==> src/rtl/wwdt_consts.svh <==
`ifndef WWDT_CONSTS_SVH
`define WWDT_CONSTS_SVH
// Byte offsets of the register map.
`define WWDT_OFS_CTRL 4'h0
`define WWDT_OFS_MODE 4'h4
`define WWDT_OFS_STAT 4'h8
// Mode register field positions.
`define WWDT_LOAD_LSB 0
`define WWDT_FIEN_BIT 12
`define WWDT_RSTEN_BIT 13
`define WWDT_PROC_BIT 14
`define WWDT_DIS_BIT 15
`define WWDT_DELTA_LSB 16
`define WWDT_DBGH_BIT 28
`define WWDT_IDLEH_BIT 29
// Control register fields.
`define WWDT_RESTART_BIT 0
`define WWDT_KEY_LSB 24
`define WWDT_KEY_VALUE 8'hA5
// Mode register value after processor reset.
`define WWDT_MODE_RESET 32'h3FFF_2FFF
`define WWDT_MODE_MASK 32'h3FFF_FFFF
// Status bits.
`define WWDT_UNF_BIT 0
`define WWDT_ERR_BIT 1
// Slow clock prescaler.
`define WWDT_PRESCALE 128
`endif

==> src/rtl/wwdt_pkg.sv <==
package wwdt_pkg;
    typedef logic [11:0] wwdt_count_type;
    typedef logic [6:0] wwdt_presc_type;
endpackage : wwdt_pkg

==> src/rtl/wwdt_top.sv <==
`timescale 1ns/100ps
`include "wwdt_consts.svh"
// How it works
// - A 12-bit down counter is loaded from the mode register load field.
// - The counter steps once every 128 slow clock ticks.
// - After reset the load value is 0xFFF and fault reset is enabled.
// - The mode register takes one write; only processor reset reopens it.
// - Writing the mode register reloads the counter and restarts counting.
// - A keyed restart clears the prescaler and, unless above delta, reloads the counter.
// - Control writes with a wrong key are ignored.
// - Underflow sets its flag and raises fault when fault reset is enabled.
// - Restart above delta is an error, even when disabled; flag, and fault when fault reset is enabled.
// - Delta at or above load value makes a restart legal while the counter is at or below the load value; underflow wraps it to 0xFFF.
// - Interrupt follows either flag only when fault interrupt is enabled.
// - Fault with reset enabled requests a reset that clears both flags.
// - Status read or any reset clears flags, interrupt and fault.
// - Counter halts in debug or idle when the matching halt bit is set.
// - Processor reset restores initial registers and counter.
// - Fault resets processor only when select is 1, else all resets.
// - The disable bit stops the timer; clear keeps it enabled.
module wwdt_top
    import wwdt_pkg::*;
(
    input wire logic clk_i,
    input wire logic srst_i,
    input wire logic [3:0] avs_address_i,
    input wire logic avs_read_i,
    input wire logic avs_write_i,
    input wire logic [31:0] avs_writedata_i,
    input wire logic [3:0] avs_byteenable_i,
    output logic [31:0] avs_readdata_o,
    output logic avs_waitrequest_o,
    input wire logic slck_i,
    input wire logic debug_state_i,
    input wire logic idle_state_i,
    output logic wdt_fault_o,
    output logic proc_reset_only_o,
    output logic irq_o
);
    logic slck_m_q, slck_s_q, slck_p_q;
    logic dbg_m_q, dbg_s_q, idle_m_q, idle_s_q;
    logic [31:0] mode_q;
    logic mode_locked_q;
    wwdt_count_type count_q;
    wwdt_presc_type presc_q;
    logic unf_q, err_q;
    logic ack_q;

    // The slow clock comes from another domain; the edge detector compares the second and third flops.
    always_ff @(posedge clk_i) begin
        slck_m_q <= slck_i;
        slck_s_q <= slck_m_q;
        slck_p_q <= slck_s_q;
    end

    // Halt requests are levels, so a halt that takes effect two cycles late costs nothing.
    always_ff @(posedge clk_i) begin
        dbg_m_q <= debug_state_i;
        dbg_s_q <= dbg_m_q;
        idle_m_q <= idle_state_i;
        idle_s_q <= idle_m_q;
    end

    wire slck_rise = slck_s_q && !slck_p_q;
    wire wwdt_count_type load_val = mode_q[`WWDT_LOAD_LSB +: 12];
    wire wwdt_count_type delta_val = mode_q[`WWDT_DELTA_LSB +: 12];
    wire dis = mode_q[`WWDT_DIS_BIT];
    wire halted = dis || (dbg_s_q && mode_q[`WWDT_DBGH_BIT])
        || (idle_s_q && mode_q[`WWDT_IDLEH_BIT]);

    // One-cycle answer: waitrequest is high on the first cycle of a request.
    wire req = (avs_read_i || avs_write_i) && !ack_q;
    wire acc = (avs_read_i || avs_write_i) && ack_q;
    wire wr_mode = acc && avs_write_i && avs_address_i == `WWDT_OFS_MODE;
    wire wr_ctrl = acc && avs_write_i && avs_address_i == `WWDT_OFS_CTRL;
    // Status clears on the edge that captures the read data, so an event that lands
    // between capture and clear cannot be lost; a flag set in that same cycle survives.
    wire rd_stat = req && avs_read_i && avs_address_i == `WWDT_OFS_STAT;
    wire key_ok = avs_writedata_i[`WWDT_KEY_LSB +: 8] == `WWDT_KEY_VALUE
        && avs_byteenable_i[3];
    wire restart = wr_ctrl && key_ok && avs_writedata_i[`WWDT_RESTART_BIT];
    wire mode_load = wr_mode && !mode_locked_q;
    wire tick = slck_rise && presc_q == wwdt_presc_type'(`WWDT_PRESCALE - 1);
    wire underflow = tick && !halted && count_q == 12'h000;
    // Delta at or above the load value is not exceeded while the counter is at or below it; underflow wraps the counter to 0xFFF.
    wire win_err = restart && count_q > delta_val;

    always_ff @(posedge clk_i) begin
        if (srst_i) begin
            ack_q <= 1'b0;
            avs_waitrequest_o <= 1'b1;
        end else begin
            ack_q <= req;
            avs_waitrequest_o <= !req;
        end
    end

    // Waitrequest is a flop of its own so that no logic sits between the register and the bus.

    always_ff @(posedge clk_i) begin
        if (srst_i) begin
            avs_readdata_o <= 32'h0000_0000;
        end else if (req && avs_read_i) begin
            unique case (avs_address_i)
                `WWDT_OFS_MODE: avs_readdata_o <= mode_q;
                `WWDT_OFS_STAT: avs_readdata_o <= {30'h0000_0000, err_q, unf_q};
                default: avs_readdata_o <= 32'h0000_0000;
            endcase
        end
    end

    // Mode register takes its first write only; byte enables merge into the reset value.
    always_ff @(posedge clk_i) begin
        if (srst_i) begin
            mode_q <= `WWDT_MODE_RESET;
            mode_locked_q <= 1'b0;
        end else if (wr_mode && !mode_locked_q) begin
            mode_locked_q <= 1'b1;
            for (int b = 0; b < 4; b++) begin
                if (avs_byteenable_i[b]) begin
                    mode_q[b*8 +: 8] <= avs_writedata_i[b*8 +: 8] & 8'(`WWDT_MODE_MASK >> (b*8));
                end
            end
        end
    end

    // Reload uses the written value on a mode write with both low byte enables set; otherwise it takes the old load field.
    wire wwdt_count_type new_load = avs_byteenable_i[1:0] == 2'b11
        ? avs_writedata_i[`WWDT_LOAD_LSB +: 12] : load_val;

    always_ff @(posedge clk_i) begin
        if (srst_i) begin
            presc_q <= 7'h00;
        end else if (restart || mode_load) begin
            presc_q <= 7'h00;
        end else if (slck_rise) begin
            presc_q <= presc_q + 7'h01;
        end
    end

    always_ff @(posedge clk_i) begin
        if (srst_i) begin
            count_q <= 12'hFFF;
        end else if (mode_load) begin
            count_q <= new_load;
        end else if (restart && !win_err) begin
            count_q <= load_val;
        end else if (tick && !halted) begin
            count_q <= count_q - 12'h001;
        end
    end

    // Set wins over a status-read clear in the same cycle, so no event slips between two reads.
    always_ff @(posedge clk_i) begin
        if (srst_i) begin
            unf_q <= 1'b0;
        end else begin
            unf_q <= underflow || (unf_q && !rd_stat);
        end
    end

    always_ff @(posedge clk_i) begin
        if (srst_i) begin
            err_q <= 1'b0;
        end else begin
            err_q <= win_err || (err_q && !rd_stat);
        end
    end

    // Fault and interrupt look at the events as well as the flags, so they rise one cycle
    // after the event rather than two; the reset controller never lags the status register.
    wire fault_src = underflow || win_err || ((unf_q || err_q) && !rd_stat);

    always_ff @(posedge clk_i) begin
        if (srst_i) begin
            wdt_fault_o <= 1'b0;
        end else begin
            wdt_fault_o <= mode_q[`WWDT_RSTEN_BIT] && fault_src;
        end
    end

    always_ff @(posedge clk_i) begin
        if (srst_i) begin
            irq_o <= 1'b0;
        end else begin
            irq_o <= mode_q[`WWDT_FIEN_BIT] && fault_src;
        end
    end

    // The select only steers which resets the controller raises; this block is reset either way.
    always_ff @(posedge clk_i) begin
        if (srst_i) begin
            proc_reset_only_o <= 1'b0;
        end else begin
            proc_reset_only_o <= mode_q[`WWDT_PROC_BIT];
        end
    end

    // The checks below compare registered outputs against the state one edge earlier,
    // which is where the logic above took its decision.
    a_irq_follows_flags: assert property (@(posedge clk_i) disable iff (srst_i)
        irq_o |-> $past(mode_q[`WWDT_FIEN_BIT]))
        else $error("Interrupt without enable.");

    a_mode_write_once: assert property (@(posedge clk_i) disable iff (srst_i)
        mode_locked_q && $past(mode_locked_q) |-> $stable(mode_q))
        else $error("Mode changed after lock.");

    a_bad_key_ignored: assert property (@(posedge clk_i) disable iff (srst_i)
        wr_ctrl && !key_ok && !tick |=> count_q == $past(count_q))
        else $error("Bad key changed counter.");

    a_restart_reload: assert property (@(posedge clk_i) disable iff (srst_i)
        restart && !win_err && !mode_load |=> count_q == $past(load_val) && presc_q == 7'h00)
        else $error("Restart did not reload.");

    a_window_error: assert property (@(posedge clk_i) disable iff (srst_i)
        restart && count_q > delta_val |=> err_q)
        else $error("Window error not flagged.");

    a_underflow_flag: assert property (@(posedge clk_i) disable iff (srst_i)
        underflow |=> unf_q ##0 (wdt_fault_o == $past(mode_q[`WWDT_RSTEN_BIT])))
        else $error("Underflow not reported.");

    a_halt_freeze: assert property (@(posedge clk_i) disable iff (srst_i)
        halted && !restart && !mode_load |=> count_q == $past(count_q))
        else $error("Counter moved while halted.");

    a_status_clear: assert property (@(posedge clk_i) disable iff (srst_i)
        rd_stat && !underflow && !win_err |=> !unf_q && !err_q ##1 !irq_o || unf_q || err_q)
        else $error("Status read did not clear.");

    a_reset_value: assert property (@(posedge clk_i)
        $past(srst_i) |-> mode_q == `WWDT_MODE_RESET && count_q == 12'hFFF)
        else $error("Bad reset state.");

    a_reset_flags: assert property (@(posedge clk_i)
        $past(srst_i) |-> !unf_q && !err_q && !irq_o && !wdt_fault_o)
        else $error("Flags or outputs survived reset.");

    a_fault_needs_rsten: assert property (@(posedge clk_i) disable iff (srst_i)
        wdt_fault_o |-> $past(mode_q[`WWDT_RSTEN_BIT]))
        else $error("Fault without reset enable.");

    a_proc_select: assert property (@(posedge clk_i) disable iff (srst_i)
        !$past(srst_i) |-> proc_reset_only_o == $past(mode_q[`WWDT_PROC_BIT]))
        else $error("Reset select does not follow mode.");

    a_err_only_restart: assert property (@(posedge clk_i) disable iff (srst_i)
        $rose(err_q) |-> $past(restart))
        else $error("Error flag without restart.");

    a_unf_only_tick: assert property (@(posedge clk_i) disable iff (srst_i)
        $rose(unf_q) |-> $past(tick))
        else $error("Underflow flag without tick.");

    a_lock_after_load: assert property (@(posedge clk_i) disable iff (srst_i)
        mode_load |=> mode_locked_q)
        else $error("Mode not locked after write.");

    a_mode_reload: assert property (@(posedge clk_i) disable iff (srst_i)
        mode_load && avs_byteenable_i[1:0] == 2'b11
        |=> count_q == $past(avs_writedata_i[`WWDT_LOAD_LSB +: 12]))
        else $error("Mode write did not reload.");

    a_presc_mode_clear: assert property (@(posedge clk_i) disable iff (srst_i)
        mode_load |=> presc_q == 7'h00)
        else $error("Prescaler not cleared on mode write.");

    a_err_no_reload: assert property (@(posedge clk_i) disable iff (srst_i)
        win_err && !tick |=> $stable(count_q))
        else $error("Erroneous restart reloaded counter.");

    a_delta_legal: assert property (@(posedge clk_i) disable iff (srst_i)
        restart && delta_val >= load_val && count_q <= load_val |-> !win_err)
        else $error("Restart inside open window flagged.");

    a_read_clears: assert property (@(posedge clk_i) disable iff (srst_i)
        rd_stat && !underflow && !win_err |=> !irq_o && !wdt_fault_o)
        else $error("Status read left fault or interrupt.");

    a_count_step: assert property (@(posedge clk_i) disable iff (srst_i)
        tick && !halted && !restart && !mode_load && count_q != 12'h000
        |=> count_q == $past(count_q) - 12'h001)
        else $error("Counter did not step by one.");

    a_disabled_hold: assert property (@(posedge clk_i) disable iff (srst_i)
        dis && !restart && !mode_load |=> $stable(count_q))
        else $error("Disabled counter moved.");


    c_underflow: cover property (@(posedge clk_i) disable iff (srst_i) underflow);
    c_win_err: cover property (@(posedge clk_i) disable iff (srst_i) win_err);
    c_restart_ok: cover property (@(posedge clk_i) disable iff (srst_i) restart && !win_err);
    c_mode_load: cover property (@(posedge clk_i) disable iff (srst_i) mode_load);
    c_halt_stall: cover property (@(posedge clk_i) disable iff (srst_i) tick && halted);
endmodule : wwdt_top

==> config.mk <==
export PLATFORM = sky130hd
export DESIGN_NAME = wwdt_top
export DESIGN_NICKNAME = d
export VERILOG_FILES = /design/src/rtl/wwdt_pkg.sv /design/src/rtl/wwdt_top.sv
export VERILOG_INCLUDE_DIRS = /design/src /design/src/rtl
export SDC_FILE = /design/constraint.sdc
export NUM_CORES = 1
export LEC_CHECK = 0
export ABC_AREA = 1
export BUFFER_PORTS_ARGS = -buffer_cell sky130_fd_sc_hd__buf_2
export CAP_MARGIN = 15
export CORE_MARGIN = 2
export CORE_UTILIZATION = 40
export CTS_CLUSTER_SIZE = 8
export DETAILED_ROUTE_END_ITERATION = 10
export PLACE_DENSITY = 0.6
export SETUP_SLACK_MARGIN = 0.15
export SYNTH_ARGS = -nofsm -noshare
export SYNTH_HDL_FRONTEND = slang
export SYNTH_SLANG_ARGS = --single-unit
==> constraint.sdc <==
create_clock -name clk_i -period 2.4 [get_ports clk_i]
set_input_delay 0.24 -clock clk_i [delete_from_list [all_inputs] [get_ports clk_i]]
set_output_delay 0.24 -clock clk_i [all_outputs]
set_load 0.01 [all_outputs]
# After elaboration in Yosys (flattened, before gate mapping)
# Cells that the tools add are included.
[classes]
addsub = 2
n_mul = 0
div = 0
order_cmp = 1
eq_ne = 5
shifts = 0
muxes = 5
bitwise_logic = 0
n_reduce_logical = 48
[op_table]
columns = ["operator", "count"]
rows = [
  ["$pmux 30 s2", 1],
  ["$mux 12", 4],
  ["$logic_and 1x1->1", 24],
  ["$gt 12x12->1", 1],
  ["$logic_not 12->1", 1],
  ["$sub 12x1->12 const B", 1],
  ["$logic_or 1x1->1", 9],
  ["$eq 8x8->1 const B", 1],
  ["$reduce_and 2->1", 4],
  ["$add 7x1->7 const B", 1],
  ["$eq 7x7->1 const B", 1],
  ["$logic_not 1->1", 7],
  ["$eq 4x3->1 const B", 1],
  ["$eq 4x4->1 const B", 1],
  ["$logic_not 4->1", 1],
  ["$reduce_bool 3->1", 1],
  ["$eq 2x2->1 const B", 1],
  ["$reduce_or 2->1", 1],
]
[totals]
ff_bits = 96
latch_bits = 0
mem_bits_rw = 0
rom_bits = 0
in_bits = 47
output_inout_bits = 36
word_cells = 83
memories = 0

# Logic depth before layout (Yosys ltp)
[logic_depth]
depth_word = 11
ltp_mapped = 16
ltp_nobuf = 15

# Least setup slack after synthesis
# Ideal clock, no wire load.
[synth_timing]
path_type = "register to register"
from = "register mode_q[27]"
to = "register count_q[8]"
setup_ps = 112
t_arrival_ps = 1612
t_required_ps = 2288
setup_slack_ps = 676
stages_incl_launch_ff = 15
n_path_buf = 1
period_less_slack_ps = 1724
cell_sequence = "dfxtp_1 > inv_1 > ha_1 > nand2_1 > inv_1 > nand2_1 > nor2_1 > nand4_1 > nand2_1 > nand2_4 > buf_6 > nand2_1 > nand3_1 > nand2_1 > nand2_1"
[synth_between]
elab_chain_cells = 6
elab_cells_between_ends = 7
classes_between = "order compare (1); mux (2); reduce/logical (4)"
[synth_rtl]
columns = ["item", "line", "text"]
rows = [
  ["start: declaration", "wwdt_top.sv:42", "logic [31:0] mode_q;"],
  ["start signal: assignment", "wwdt_top.sv:115", "mode_q <= `WWDT_MODE_RESET;"],
  ["start signal: indexed assignment", "wwdt_top.sv:121", "mode_q[b*8 +: 8] <= avs_writedata_i[b*8 +: 8] & 8'(`WWDT_MODE_MASK >> (b*8));"],
  ["$gt 12x12->1 *", "wwdt_top.sv:86", "wire win_err = restart && count_q > delta_val;"],
  ["$logic_and 1x1->1 *", "wwdt_top.sv:86", ""],
  ["$logic_not 1->1 *", "wwdt_top.sv:146", "end else if (restart && !win_err) begin"],
  ["$logic_and 1x1->1 *", "wwdt_top.sv:146", ""],
  ["$mux 12", "wwdt_top.sv:146", ""],
  ["$mux 12", "wwdt_top.sv:144", "end else if (mode_load) begin"],
  ["end signal: assignment", "wwdt_top.sv:145", "count_q <= new_load;"],
  ["end signal: assignment", "wwdt_top.sv:147", "count_q <= load_val;"],
  ["end signal: assignment", "wwdt_top.sv:149", "count_q <= count_q - 12'h001;"],
  ["end: declaration", "wwdt_top.sv:44", "wwdt_count_type count_q;"],
]
# Mark *: on every way between the ends. The rest lies on a longest branch, timed or not.
# A chain may end at the register's enable or synchronous reset.

# Final worst setup path
[layout_timing]
from = "register mode_q[27]"
to = "register count_q[5]"
# Same word-level chain as after synthesis.

==> results.py <==
metrics = {
    "grt": {
        "grt_overflow": 0,
        "grt_pass1_vias": 3800,
        "grt_max_degree": 37,
        "grt_usage_pct": 19.1,
        "grt_pass1_wl_mm": 17.7,
        "antenna_found_initial": 0,
    },
    "yosys": {
        "syn-cell-area_mm2": 0.00445,
        "synth_top_cell_area_share_pct": 42.2,
        "synth.avg_cell_area_um2": 7.29,
        "yosysMostFrequentCell": "nand2_1",
        "synth_edf_count": 0,
        "yosysWarnings": 0,
        "ys_ff_latch": 94,
        "synth_top_area_cell": "dfxtp_1",
        "async_reset_ff_share_pct": 0,
        "yosys-top-cells-count": "nand2_1 (195), dfxtp_1 (94), nand3_1 (61)",
        "netlist_instances": 611,
        "yosysSeqAreaShare_pct": 42.2,
        "synthDistinctLibCells": 34,
        "synth_ff_type": "dfxtp_1",
        "synthTopCellsByArea": "dfxtp_1 (42%), nand2_1 (16%), nand3_1 (6.9%), a21oi_1 (4.6%), inv_1 (4.4%)",
    },
    "worst_setup_path": {
        "critical_path_buf_inv_count": 2,
        "endpoint_kind": "flop",
        "worstPathRequired_ns": 2.67,
        "critPathTopFamily": "simple AND/OR/NAND/NOR gates",
        "cp_cell_sequence": "inv_1 > ha_1 > nand2_1 > inv_1 > nand2_1 > nor2_1 > nand4_1 > nand2_1 > nand2_4 > nand2_1 > nand3_1 > nand2_1 > nand2_1",
        "critPathLaunchType": "flop",
        "reg2reg_setup_slack_ns": 0.34,
        "cp.arrival_ns": 2.33,
        "cp_slowest_cell": "dfxtp_1",
        "critical_path.most_common_cell": "nand2_1",
        "path_class": "flop to flop",
        "crit_fanout": 36,
        "cp_slowest_stage_delay_ns": 0.35,
    },
    "route": {
        "via_per_inst": 4.90,
        "drtIter0Drc": 218,
        "vias": 4067,
        "drt-pass1-iter-count": 4,
        "drt-total-wl_mm": 11.1,
        "postRouteAntennaNets": 0,
        "wl_per_cell_um": 13.4,
        "drcViolationCount": 0,
    },
    "final_layout": {
        "area_growth_pct": 16.0,
        "utilization_pct": 47.7,
        "finalNetCount": 746,
        "final_cell_area_mm2": 0.00517,
        "drive_gt1_share_pct": 18.7,
        "diodes": 0,
        "fill_cells": 1150,
    },
    "pwr": {
        "pwr-share-seq_pct": 55.1,
        "power_density_mw_per_mm2": 559,
        "p_int_mw": 2.17,
        "p_total_mw": 2.89,
        "p_leak_nw": 2.50,
        "vdd_drop_max_v": 0.000375,
        "swShare_pct": 24.9,
        "pwr-share-clk_pct": 38.0,
        "combPwrFrac_pct": 6.9,
        "switchingPower_mw": 0.720,
    },
    "floorplan": {
        "io_pins": 83,
        "die_height_um": 110,
        "dieWidth_um": 110,
        "core-area_mm2": 0.0108,
        "rows": 38,
        "start_util_pct": 41.1,
        "dieArea_mm2": 0.0120,
    },
    "sta": {
        "setup-violations-final": 0,
        "tightestPinTransition_ns": 0.681,
        "period_share_pct": 85.6,
        "finClkSkew_ns": 0.00872,
        "timing.final.ws_setup_ns": 0.345,
        "rsz0062_at_grt": "no",
        "worst_slew_margin_rel_pct": 54.5,
        "final_hold_viol_count": 0,
        "fin_tns_setup_ns": 0,
        "final_max_slew_viol_count": 0,
        "max_freq_mhz": 487,
        "period_minus_slack_ns": 2.06,
    },
    "status": {
        "outcome": "complete, no violations",
    },
    "placement": {
        "gp_congestion": 0.815,
        "dp_slack_ns": 0.363,
        "dpl-instance-area_mm2": 0.00494,
        "dp_hpwl_mm": 8.10,
        "io_buffers": 80,
    },
    "clock_tree": {
        "cts_num_sinks": 94,
        "cts_made_buffers": 9,
        "clockBufferDepth": 2,
        "cts.reportedPaths.clkPinSlew_ns": 0.09,
        "cts_max_level": 3,
        "clock-root-buffer": "clkbuf_8",
        "cts_tree": "built",
        "ctsResizeCount": 0,
        "worstSkewPairLatency_ns": 0.38,
    },
    "job": {
        "maxCapViolations": 0,
    },
    "min_path": {
        "hold_path_class": "input pin to flop",
    },
}
-- logic make-up after synthesis --
| logic type | count (synthesis) | synth area share [%] |
|---|---|---|
| xor gates and xnor gates | 10 | 1.97 |
| DFF | 94 | 42.2 |
| muxes | 9 | 2.28 |
| adders and majority gates | 14 | 3.93 |
| AOI/OAI and AO/OA | 81 | 11.2 |
| buffers and inverters | 87 | 8.34 |
| other | 1 | 0.0842 |
| and+or+nand+nor | 315 | 29.9 |
-- what timing repair did --
item                                   CTS  global route
hold buffers                             3             0
endpoints found under the hold margin    3             0
buffers inserted                         0             0
-- sequential cells by signal (all words and copies together) (netlist names), 7 cells and up --
register and flops:
count_q 12, avs_readdata_o 30, mode_q 30, presc_q 7
-- final cells by class --
cell class	instances	area, um^2	share of cell area (%)
Sequential cell	94	1880	36.4
Clock inverter	5	57.6	1.11
Multi-Input combinational cell	431	2210	42.7
Inverter	59	221	4.29
Clock buffer	11	141	2.74
Timing Repair Buffer	90	483	9.35
Tap cell	140	175	3.39
-- worst reg2reg max path: stages (launching register included) --
cell and delay [ns]:
dfxtp_1 0.35, inv_1 0.06, ha_1 0.30, nand2_1 0.08
inv_1 0.06, nand2_1 0.06, nor2_1 0.14, nand4_1 0.13
nand2_1 0.15, nand2_4 0.25, nand2_1 0.16, nand3_1 0.07
nand2_1 0.10, nand2_1 0.05
-- layout by cell type, fill, tap and decap left out, types with 2 or more instances in the layout --
master / instances
nor2_2: 2
inv_2: 2
nor2_1: 40
xor2_1: 5
buf_2: 80
conb_1: 2
o21ai_0: 8
a21oi_2: 11
nor3_1: 3
buf_4: 7
nor3b_1: 4
clkinv_2: 2
xnor2_1: 5
o211ai_1: 16
nand2_1: 195
clkbuf_8: 10
dlygate4sd3_1: 3
nand3_1: 61
clkinv_1: 5
a31oi_1: 2
mux2_2: 9
dfxtp_1: 94
ha_1: 14
a21oi_1: 41
nand4_1: 5
inv_1: 52
-- power by group through the flow --
stage / clock (mW) / combinational [mW] / sequential (mW)
3_3_place_gp: 0 / 0.191 / 1.63
2_1_floorplan: 0 / 0.110 / 1.63
6_report: 1.10 / 0.199 / 1.59
4_1_cts: 1.13 / 0.199 / 1.59
3_5_place_dp: 0 / 0.194 / 1.63
5_1_grt: 1.19 / 0.222 / 1.59
-- path summary, 6_finish.rpt --
| path | start | end | depth (start not counted) |
|---|---|---|---|
| max | mode_q[27]$_SDFFE_PP1P_ | count_q[5]$_SDFFE_PP1P_ | 13 |
| min | avs_writedata_i[8] | mode_q[8]$_SDFFE_PP1P_ | 3 |
| max reg2reg | mode_q[27]$_SDFFE_PP1P_ | count_q[5]$_SDFFE_PP1P_ | 13 |
| min reg2reg | idle_m_q$_DFF_P_ | idle_s_q$_DFF_P_ | 0 |
-- per-layer routing --
metal,share of wire [%],vias up,track usage (%)
li1,-,2117,-
met1,47,1857,24.6
met2,47,82,31.6
met3,4.7,11,3.85
met4,1.4,0,6.96
met5,0,-,0
-- through the flow --
stage               cells  hold WS, ns
floorplan             612        0.268
global placement      811        0.315
detailed placement    811        0.318
CTS                   830       0.0605
global route          830       0.0667
finish                830       0.0701
Power figures use the tool's default switching activity.
